==> config.mk <==
export PLATFORM = sky130hd
export DESIGN_NAME = tmr8_compare
export DESIGN_NICKNAME = d
export VERILOG_FILES = /design/src/rtl/tmr8_pkg.sv /design/src/rtl/tmr8_compare.sv
export SDC_FILE = /design/constraint.sdc
export NUM_CORES = 1
export LEC_CHECK = 0
export ABC_AREA = 1
export BUFFER_PORTS_ARGS = -buffer_cell sky130_fd_sc_hd__buf_2
export CAP_MARGIN = 5
export CORE_MARGIN = 1
export CORE_UTILIZATION = 25
export CTS_CLUSTER_DIAMETER = 60
export DETAILED_ROUTE_END_ITERATION = 12
export MAX_ROUTING_LAYER = met4
export SKIP_CTS_REPAIR_TIMING = 1
export SLEW_MARGIN = 20
export SYNTH_ARGS = -nofsm -noshare
export SYNTH_HDL_FRONTEND = slang
export SYNTH_SLANG_ARGS = --single-unit
==> constraint.sdc <==
create_clock -name pclk -period 1.9 [get_ports pclk]
set_input_delay 0 -clock pclk [delete_from_list [all_inputs] [get_ports pclk]]
set_output_delay 0 -clock pclk [all_outputs]
set_load 0.03 [all_outputs]
==> src/rtl/tmr8_pkg.sv <==
package tmr8_pkg;

  // Register byte offsets on the APB bus.
  localparam logic [7:0] TMR8_OFF_CTRL = 8'h00;
  localparam logic [7:0] TMR8_OFF_COUNT = 8'h04;
  localparam logic [7:0] TMR8_OFF_COMPARE = 8'h08;
  localparam logic [7:0] TMR8_OFF_FLAGS = 8'h0C;
  localparam logic [7:0] TMR8_OFF_PIN = 8'h10;
  localparam logic [7:0] TMR8_OFF_STATUS = 8'h14;

  // Field positions.
  localparam int TMR8_CTRL_FORCE_BIT = 7;
  localparam int TMR8_FLAG_MATCH_BIT = 0;
  localparam int TMR8_FLAG_OVF_BIT = 1;
  localparam int TMR8_PIN_DIR_BIT = 0;
  localparam int TMR8_PIN_PORT_BIT = 1;

  // Counter extremes.
  localparam logic [7:0] TMR8_BOTTOM = 8'h00;
  localparam logic [7:0] TMR8_MAX = 8'hFF;

  // Reset values.
  localparam logic [7:0] TMR8_COUNT_RST = 8'h00;
  localparam logic [7:0] TMR8_COMPARE_RST = 8'h00;

  // Waveform generation modes, encoded as the two mode select bits.
  localparam logic [1:0] TMR8_MODE_NORMAL = 2'h0;
  localparam logic [1:0] TMR8_MODE_PHASE_PWM = 2'h1;
  localparam logic [1:0] TMR8_MODE_CLEAR_ON_MATCH = 2'h2;
  localparam logic [1:0] TMR8_MODE_FAST_PWM = 2'h3;

  // Compare output actions.
  localparam logic [1:0] TMR8_ACT_NONE = 2'h0;
  localparam logic [1:0] TMR8_ACT_TOGGLE = 2'h1;
  localparam logic [1:0] TMR8_ACT_CLEAR = 2'h2;
  localparam logic [1:0] TMR8_ACT_SET = 2'h3;

  // Clock source select value that stops the counter.
  localparam logic [2:0] TMR8_CLK_STOP = 3'h0;
  localparam int TMR8_PRESC_W = 10;

  typedef struct packed {
    logic [1:0] compare_output_action;
    logic [1:0] waveform_mode_select;
    logic [2:0] clock_source_select;
  } tmr8_ctrl_s;

  localparam tmr8_ctrl_s TMR8_CTRL_RST = '{2'h0, 2'h0, 3'h0};

  typedef struct packed {
    logic overflow_flag;
    logic compare_match_flag;
  } tmr8_flags_s;

endpackage : tmr8_pkg
==> src/rtl/tmr8_compare.sv <==
`timescale 1ns/1ps
//////////////////////////////////////////////////////////////////////////////////////////////////
// Contract
// RULE1: Buffer compare value only in PWM modes.
// RULE2: Buffered value loads at top or bottom.
// RULE3: CPU reaches buffer or active compare register.
// RULE4: Force strobe updates output, no flag, no clear. Code ignores the strobe in both PWM modes.
// RULE5: Counter write blocks next timer cycle's match.
// RULE6: Software sets output state before enabling pin.
// RULE7: Output state kept across mode changes.
// RULE8: Action bits unbuffered, effective at next event.
// RULE9: Action bits pick match effect and pin source.
// RULE10: Normal mode wraps, overflow set entering zero.
// RULE11: Counting only sets overflow; software clears it.
// RULE12: Counter writable anytime in normal mode.
// RULE13: Mode two clears counter on compare match.
// RULE14: Match flag raised at each top in mode two.
// RULE15: Compare below count waits for full wrap.
// RULE16: Action one toggles output on each match.
// RULE17: Output reaches pin only when direction output.
// RULE18: Prescale 1,8,32,64,128,256,1024 selectable.
// RULE19: Mode two overflow set passing max to zero.
// RULE20: Match flag set next timer cycle; write-one clears.
// RULE21: CPU counter write beats clear or count.
// RULE22: Clock select zero stops counter, still accessible.
// RULE23: Normal mode increments by one, wraps freely.
//////////////////////////////////////////////////////////////////////////////////////////////////
module tmr8_compare (
  input wire logic pclk,
  input wire logic presetn,
  input wire logic psel,
  input wire logic penable,
  input wire logic pwrite,
  input wire logic [7:0] paddr,
  input wire logic [31:0] pwdata,
  output logic [31:0] prdata,
  output logic pready,
  output logic pslverr,
  output tmr8_pkg::tmr8_flags_s flags,
  output logic pin_out,
  output logic pin_oe_n
);
  import tmr8_pkg::*;

  ////////////////////////////////////////////////////////////////////////////////////////////////
  // Helpers.

  function automatic logic is_pwm(input logic [1:0] mode);
    is_pwm = (mode == TMR8_MODE_PHASE_PWM) || (mode == TMR8_MODE_FAST_PWM);
  endfunction : is_pwm

  function automatic logic apply_action(input logic [1:0] act, input logic cur);
    case (act)
      TMR8_ACT_TOGGLE: apply_action = !cur;
      TMR8_ACT_CLEAR: apply_action = 1'b0;
      TMR8_ACT_SET: apply_action = 1'b1;
      default: apply_action = cur;
    endcase
  endfunction : apply_action

  // Prescaler mask for divide factors 1, 8, 32, 64, 128, 256 and 1024.
  function automatic logic [TMR8_PRESC_W-1:0] presc_mask(input logic [2:0] sel);
    case (sel)
      3'h2: presc_mask = 10'h007;
      3'h3: presc_mask = 10'h01F;
      3'h4: presc_mask = 10'h03F;
      3'h5: presc_mask = 10'h07F;
      3'h6: presc_mask = 10'h0FF;
      3'h7: presc_mask = 10'h3FF;
      default: presc_mask = 10'h000;
    endcase
  endfunction : presc_mask

  ////////////////////////////////////////////////////////////////////////////////////////////////
  // State.

  tmr8_ctrl_s ctrl, next_ctrl;
  logic [7:0] count, next_count;
  logic [7:0] compare_value, next_compare_value;
  logic [7:0] compare_buf, next_compare_buf;
  logic compare_match_flag, next_compare_match_flag;
  logic overflow_flag, next_overflow_flag;
  logic waveform_output, next_waveform_output;
  logic blocked, next_blocked;
  logic pin_dir, next_pin_dir;
  logic port_data, next_port_data;
  logic [TMR8_PRESC_W-1:0] presc, next_presc;
  logic next_pin_out, next_pin_oe_n;
  logic [31:0] next_prdata;
  logic next_pready, next_pslverr;

  logic access, wr, setup;
  logic tick, pwm, hit, match;
  logic ctrl_wr, count_wr, compare_wr, flags_wr, pin_wr, force_wr;

  assign setup = psel && !penable;
  assign access = psel && penable && pready;
  assign wr = access && pwrite && !pslverr;
  assign ctrl_wr = wr && (paddr == TMR8_OFF_CTRL);
  assign count_wr = wr && (paddr == TMR8_OFF_COUNT);
  assign compare_wr = wr && (paddr == TMR8_OFF_COMPARE);
  assign flags_wr = wr && (paddr == TMR8_OFF_FLAGS);
  assign pin_wr = wr && (paddr == TMR8_OFF_PIN);
  assign force_wr = ctrl_wr && pwdata[TMR8_CTRL_FORCE_BIT];

  // Timer clock enable from the free-running prescaler.
  assign tick = (ctrl.clock_source_select != TMR8_CLK_STOP) && // RULE22
    ((presc & presc_mask(ctrl.clock_source_select)) == presc_mask(ctrl.clock_source_select)); // RULE18
  assign pwm = is_pwm(ctrl.waveform_mode_select);
  assign hit = (count == compare_value);
  assign match = tick && hit && !blocked; // RULE5

  ////////////////////////////////////////////////////////////////////////////////////////////////
  // Timer core.

  always_comb
  begin
    next_ctrl = ctrl;
    next_count = count;
    next_compare_value = compare_value;
    next_compare_buf = compare_buf;
    next_compare_match_flag = compare_match_flag;
    next_overflow_flag = overflow_flag;
    next_waveform_output = waveform_output;
    next_blocked = blocked;
    next_pin_dir = pin_dir;
    next_port_data = port_data;
    next_presc = TMR8_PRESC_W'(presc + 1'b1);

    if (tick)
    begin
      next_blocked = 1'b0;
      if (ctrl.waveform_mode_select == TMR8_MODE_CLEAR_ON_MATCH && match)
      begin
        next_count = TMR8_BOTTOM; // RULE13
      end
      else
      begin
        next_count = 8'(count + 1'b1); // RULE23 RULE15
      end
      if (count == TMR8_MAX)
      begin
        next_overflow_flag = 1'b1; // RULE10 RULE19
        if (pwm)
        begin
          next_compare_value = compare_buf; // RULE2
        end
        if (ctrl.waveform_mode_select == TMR8_MODE_FAST_PWM && ctrl.compare_output_action[1])
        begin
          next_waveform_output = (ctrl.compare_output_action == TMR8_ACT_CLEAR);
        end
      end
      if (match)
      begin
        next_compare_match_flag = 1'b1; // RULE20 RULE14
        next_waveform_output = apply_action(ctrl.compare_output_action, waveform_output); // RULE16 RULE9 RULE8
      end
    end

    if (force_wr && !pwm)
    begin
      next_waveform_output = apply_action(ctrl.compare_output_action, waveform_output); // RULE4
    end
    if (ctrl_wr)
    begin
      // The output state register is untouched by a mode change.
      next_ctrl = tmr8_ctrl_s'(pwdata[6:0]); // RULE7
    end
    if (count_wr)
    begin
      next_count = pwdata[7:0]; // RULE21 RULE12
      next_blocked = 1'b1; // RULE5
    end
    if (compare_wr)
    begin
      next_compare_buf = pwdata[7:0]; // RULE1
      if (!pwm)
      begin
        next_compare_value = pwdata[7:0]; // RULE3
      end
    end
    if (flags_wr)
    begin
      // A hardware set in the same cycle wins over the write-one clear.
      next_compare_match_flag = next_compare_match_flag &
        !(pwdata[TMR8_FLAG_MATCH_BIT] && !(tick && match)); // RULE20
      next_overflow_flag = next_overflow_flag &
        !(pwdata[TMR8_FLAG_OVF_BIT] && !(tick && count == TMR8_MAX)); // RULE11
    end
    if (pin_wr)
    begin
      next_pin_dir = pwdata[TMR8_PIN_DIR_BIT];
      next_port_data = pwdata[TMR8_PIN_PORT_BIT];
    end

    if (ctrl.compare_output_action != TMR8_ACT_NONE)
    begin
      next_pin_out = waveform_output; // RULE9
    end
    else
    begin
      next_pin_out = port_data;
    end
    next_pin_oe_n = !pin_dir; // RULE17
  end

  always_ff @(posedge pclk or negedge presetn)
  begin
    if (!presetn)
    begin
      ctrl <= TMR8_CTRL_RST;
      count <= TMR8_COUNT_RST;
      compare_value <= TMR8_COMPARE_RST;
      compare_buf <= TMR8_COMPARE_RST;
      compare_match_flag <= 1'b0;
      overflow_flag <= 1'b0;
      waveform_output <= 1'b0;
      blocked <= 1'b0;
      pin_dir <= 1'b0;
      port_data <= 1'b0;
      presc <= '0;
      pin_out <= 1'b0;
      pin_oe_n <= 1'b1;
      flags <= '0;
    end
    else
    begin
      ctrl <= next_ctrl;
      count <= next_count;
      compare_value <= next_compare_value;
      compare_buf <= next_compare_buf;
      compare_match_flag <= next_compare_match_flag;
      overflow_flag <= next_overflow_flag;
      waveform_output <= next_waveform_output;
      blocked <= next_blocked;
      pin_dir <= next_pin_dir;
      port_data <= next_port_data;
      presc <= next_presc;
      pin_out <= next_pin_out;
      pin_oe_n <= next_pin_oe_n;
      flags <= '{next_overflow_flag, next_compare_match_flag};
    end
  end

  ////////////////////////////////////////////////////////////////////////////////////////////////
  // APB slave: answer prepared in the setup cycle, so every access has no wait state.

  always_comb
  begin
    next_prdata = 32'h00000000;
    next_pready = setup;
    next_pslverr = 1'b0;
    if (setup)
    begin
      if (paddr == TMR8_OFF_CTRL)
      begin
        next_prdata = {24'h0, 1'b0, ctrl};
      end
      else if (paddr == TMR8_OFF_COUNT)
      begin
        next_prdata = {24'h0, count};
      end
      else if (paddr == TMR8_OFF_COMPARE)
      begin
        next_prdata = {24'h0, pwm ? compare_buf : compare_value}; // RULE3
      end
      else if (paddr == TMR8_OFF_FLAGS)
      begin
        next_prdata = {30'h0, overflow_flag, compare_match_flag};
      end
      else if (paddr == TMR8_OFF_PIN)
      begin
        next_prdata = {30'h0, port_data, pin_dir};
      end
      else if (paddr == TMR8_OFF_STATUS)
      begin
        next_prdata = {15'h0, waveform_output, compare_value, count};
      end
      else
      begin
        next_pslverr = 1'b1;
      end
    end
  end

  always_ff @(posedge pclk or negedge presetn)
  begin
    if (!presetn)
    begin
      prdata <= 32'h00000000;
      pready <= 1'b0;
      pslverr <= 1'b0;
    end
    else
    begin
      prdata <= next_prdata;
      pready <= next_pready;
      pslverr <= next_pslverr;
    end
  end
endmodule : tmr8_compare

==> results of run 1 <==
Yosys cell counts:
cell	n	share of area
nand4_4	1	0.0057
buf_6	3	0.0091
nand2_2	7	0.012
xnor2_1	2	0.0047
nand4_1	5	0.0084
o22ai_1	3	0.0050
o211ai_2	8	0.027
inv_1	47	0.047
clkbuf_2	1	0.0013
nand2_1	109	0.11
nand3_1	18	0.024
clkbuf_1	2	0.0020
nor2_4	5	0.015
a22o_1	1	0.0024
buf_2	2	0.0027
nor4_1	1	0.0017
o21ai_2	9	0.021
nor2_8	2	0.011
inv_4	1	0.0017
nor3_1	13	0.017
nor3_2	1	0.0027
nand3_2	2	0.0054
dfstp_2	1	0.0071
xor2_1	12	0.028
nor2_1	22	0.022
conb_1	1	0.0010
ha_1	2	0.0067
nor3b_1	1	0.0020
dfrtp_1	67	0.45
o21ai_0	24	0.032
buf_4	17	0.034
nor2_2	1	0.0017
inv_2	8	0.0081
nand2_4	3	0.0091
o21ai_1	17	0.023
a21oi_1	14	0.019
nor3_4	3	0.013
nand3b_1	1	0.0020
nor4_2	1	0.0034
worst paths after layout:
path / end / slack [ns] / depth (start not counted)
worst max-delay path: count[5] / 0.15 / 8
worst min-delay path: compare_value[7] / 0.008 / 3
worst max register to register: count[5] / 0.15 / 8
worst min register to register: pin_oe_n / 0.42 / 1
max in group asynchronous: pin_oe_n / 1.35 / 3
min in group asynchronous: presc[5] / 0.22 / 3
kinds of logic (layout without fill, tap and decap cells):
| kind of cell | Yosys count | after routing | share of synthesized area |
|---|---|---|---|
| AOI/OAI and AO/OA | 76 | 76 | 0.129 |
| adders and majority gates | 2 | 2 | 0.00672 |
| xor gates and xnor gates | 14 | 14 | 0.0329 |
| buffers and inverters | 81 | 124 | 0.106 |
| and+or+nand+nor | 196 | 196 | 0.266 |
| DFF | 68 | 68 | 0.457 |
| other | 1 | 15 | 0.00101 |
routing by layer:
layer | vias up | part of all wire | routed length (µm) | GRT usage
met5 | - | 0 | 0 | -
met4 | 0 | 0.0093 | 87 | 0.0499
met1 | 1415 | 0.44 | 4090 | 0.155
li1 | 1487 | - | - | -
met2 | 70 | 0.50 | 4640 | 0.222
met3 | 7 | 0.057 | 534 | 0.0348
per-stage QoR:
stage / cell area (µm²) / hold slack, ns
floorplan: 3780 / -0.296
global placement: 4090 / 0.0526
detailed placement: 4090 / 0.0561
CTS: 4370 / -0.298
global route: 4420 / 0.0141
finish: 4420 / 0.00836
power breakdown:
part / switching, mW / leakage, nW / internal, mW / total, mW
Clock: 0.608 / 0.136 / 1.01 / 1.62
Combinational: 0.191 / 1.14 / 0.0832 / 0.274
Sequential: 0.0272 / 0.900 / 1.47 / 1.50
Total: 0.827 / 2.17 / 2.56 / 3.39
critical path, cell delays in order (launching register included):
cell and delay, ns:
dfrtp_1 0.48, inv_1 0.09, nand2_1 0.06, o21ai_0 0.07
nand3_1 0.14, nor2_4 0.24, nand4_1 0.27, nand2_2 0.19
o21ai_1 0.09
registers in the layout, indices dropped and copies added, names as in the netlist, 7 cells and up:
register / cells
compare_value: 8
prdata: 17
count: 8
ctrl: 7
presc: 10
compare_buf: 8
final cells by class:
type                       instances  share of cell area
timing repair buffer              53              0.0713
clock inverter                     4              0.0116
clock buffer                      11              0.0526
tap                              184              0.0520
inverter                          56              0.0481
sequential                        68               0.385
multi-input combinational        303               0.379
==> run metrics, run 1 <==
status completed; Layout area overhead 18.8%; Initial DRC Count approximately 160; Placed Cells 659; register area share after synthesis 0.457; footprint of the multi-input gates 1680 µm²; Rel. slew slack 0.563; vias in the first global route 2957; cts bufs inserted 9; Max FO, Critical Path 7; Final Skew 0.00686 ns; DRC viols 0; post-route minimum period 1.75 ns; Achievable Freq between 500 and 600 MHz; Peak VDD IR 0.376 mV; grt total ovfl 0; Vias between 2k and 3k; antenna viol nets, final 0; startpoint class of the critical path flip-flop; count of final hold-check violations 0; final WL 9350 µm; dpl ws 0.118 ns; Crit. End Element flip-flop; WP data arrival 1.96 ns; drt pass-1 iters 4; CTS tree built; fin cells approximately 680; first-pass GRT wire length 14700 µm; Worst Hold Class in2reg; Seq cells post-synth roughly 70; WL per Instance 13.8 µm; routability cong. 0.872; Synth cell types 39; clock-pin transition on the worst setup and hold timing paths 0.06 ns; final-report max-slew violation count 0; nets between 500 and 600; initial antenna violation count 0; commonest non-fill, non-tap cell in the layout nand2_1; CP startpoint ctrl[2]; RSZ-0062 raised after global routing no; Max-Cap Viols 0; via/cell ratio roughly 4.4; fill cell count 1568; CTS H-tree depth 3; Power Density 766 nW/µm²; Worst-Skew Late Latency 0.33 ns; Finished Core Util 0.304; Pwr Total 3.39 mW; clk buf depth 2; layout cells sized above 1 0.232; diode count 0; critical path class reg2reg; die height 124 µm; root buffer cell clkbuf_16; largest net degree at the start of global routing between 60 and 70; min-delay src pwdata[7]; DIE AREA 15400 µm²; Sink Count 68; Port Buffer Count 43; Final setup viols 0; Die W 124 µm; Setup TNS Final 0 ns; Row Count 44; Starting Density 0.256; total track usage 0.134; Period Utilization, post-route 0.921; hpwl dp between 6000 and 7000 µm; Synth Warn # 0; final worst slack 0.149 ns; Critical Path RT 2.11 ns; Ports 83; Cells after Synth roughly 440; reg2reg start ctrl[2]; Syn Area/Cell around 8.5 µm²; Leak between 2 and 2.5 nW; most frequent cells in the layout 109 x nand2_1, 66 x dfrtp_1, 47 x inv_1, 43 x buf_2, 24 x o21ai_0; Cell Area, Synth 3720 µm²; core box area approximately 15000 µm²; slew at the pin closest to its max-slew limit 0.655 ns; Sequential Area between 1500 and 2000 µm²
Note: power is estimated with default switching activity, not from simulation.
==> run 2, diff against run 1 <==
==> constraint.sdc (replaced) <==
create_clock -name pclk -period 1.66 [get_ports pclk]
set_input_delay 0 -clock pclk [delete_from_list [all_inputs] [get_ports pclk]]
set_output_delay 0 -clock pclk [all_outputs]
set_load 0.03 [all_outputs]
==> run metrics, run 2 (synthesis gave the netlist of run 1 again) <==
min-delay src pwdata[3]; Comb power frac 0.101; antenna viol nets, final 0; total track usage 0.139; post-route minimum period 1.71 ns; reg-to-reg endpoint count[7]; die height 124 µm; hold path cells 5; Achievable Freq between 500 and 600 MHz; Sequential Area 1710 µm²; nets 563; reg2reg start ctrl[1]; Switch Pwr 955 µW; grt total ovfl 0; layout cells sized above 1 0.298; routability cong. 0.843; Worst Hold Margin -0.0287 ns; cts bufs inserted 9; Seq pwr share 0.445; Worst Hold Class in2reg; RSZ-0062 raised after global routing yes; Peak VDD IR about 0.54 mV; final WL 9490 µm; DRC viols 0; max FFs per register 17; status complete, but fails checks; diode count 0; Final Skew approximately 0.0043 ns; slowest cell delay on critical path 0.45 ns; initial antenna violation count 0; Leak 2.30 nW; Port Buffer Count 43; final-report max-slew violation count 0; failing checks negative hold slack, negative setup slack; Layout area overhead 26.3%; Sink Count between 60 and 70; Die W 124 µm; Vias a little over 3k; fin cells around 700; drt pass-1 iters 4; final worst slack -0.0528 ns; Initial DRC Count 218; Int Pwr 2.91 mW; startpoint class of the critical path flip-flop; reg-to-reg setup timing slack -0.05 ns; most frequent cells in the layout 105 x nand2_1, 65 x dfrtp_1, 47 x inv_1, 43 x buf_2, 27 x buf_4; hpwl dp 7110 µm; Starting Density 0.256; core box area 14500 µm²; worst path cell trace nor2_4 -> nor2_1 -> nor2_1 -> nor2_2 -> nor2_4 -> buf_12 -> nand4_1 -> buf_6 -> nand2_4 -> o21ai_1; worst-case reg-to-reg path depth 10; Row Count 44; Crit. End Element flip-flop; Worst path slowest cell dfrtp_2; Most flops, register prdata; Critical Path RT ~1.9 ns; Power Density slightly above 800 nW/µm²; WL per Instance around 13 µm; slew at the pin closest to its max-slew limit 0.599 ns; fill cell count 1520; switch share 0.247; Final setup viols 6; Ports 83; CTS H-tree depth 3; largest net degree at the start of global routing between 60 and 70; WP data arrival 1.93 ns; DIE AREA ~15000 µm²; Max-Cap Viols 0; Placed Cells roughly 680; Worst-Skew Late Latency 0.34 ns; Rel. slew slack 0.601; power share of the clock group 0.454; Max FO, Critical Path 6; critical path class reg2reg; first-pass GRT wire length around 15000 µm; via/cell ratio 4.38; clk buf depth 2; Hold Crit Endpoint count[3]; Period Utilization, post-route 1.03; footprint of the multi-input gates 1770 µm²; count of final hold-check violations 3; vias in the first global route 3170; clock-pin transition on the worst setup and hold timing paths 0.05 ns; biggest regs prdata (17), presc (10); CTS tree built; commonest non-fill, non-tap cell in the layout nand2_1; root buffer cell clkbuf_16
## run 2: stage by stage
stage	setup WS, ns	setup TNS, ns	power (mW)	util	instance area (µm²)
6_report	-0.0528	-0.189	3.86	0.324	4700
5_1_grt	-0.214	-2.40	4.03	0.324	4700
4_1_cts	-0.117	-1.01	3.85	0.310	4500
3_5_place_dp	-0.0636	-0.693	2.08	0.291	4230
3_3_place_gp	-0.0245	-0.0816	2.07	0.291	4230
2_1_floorplan	0.0344	0	1.95	-	3780
## run 2: critical path: cells and delay by family, from the launching register on
family          cells  cell delay, ns
compound gates      1            0.07
flops               1            0.45
simple gates        7            0.76
buf+inv             2            0.30
## run 2: cell type report
class                           count  area share
Tap cell                          184      0.0489
Timing Repair Buffer               78       0.110
Multi-Input combinational cell    303       0.376
Clock inverter                      2     0.00213
Clock buffer                       13      0.0553
Inverter                           56      0.0452
Sequential cell                    68       0.363
## run 2: how the worst max path moves through the flow
stage	start	end	slack [ns]	cells after the start
CTS	count[1]	count[6]	-0.12	9
global placement	count[1]	count[6]	-0.02	9
global route	presc[2]	count[7]	-0.21	11
finish	ctrl[1]	count[7]	-0.05	10
floorplan	count[0]	compare_value[7]	0.03	9
detailed placement	count[1]	count[3]	-0.06	9
## run 2: power by group through the flow
stage	Combinational [mW]	Sequential (mW)	Clock, mW
finish	0.390	1.72	1.75
global route	0.434	1.72	1.88
CTS	0.343	1.71	1.79
detailed placement	0.343	1.74	0
global placement	0.333	1.74	0
floorplan	0.204	1.74	0
## run 2: layer usage
| metal | vias to the layer above | track usage | part of all wire |
|---|---|---|---|
| met5 | - | - | 0 |
| met1 | 1470 | 0.161 | 0.43 |
| met3 | 22 | 0.0353 | 0.039 |
| met2 | 61 | 0.224 | 0.51 |
| met4 | 0 | 0.0699 | 0.028 |
| li1 | 1532 | - | - |
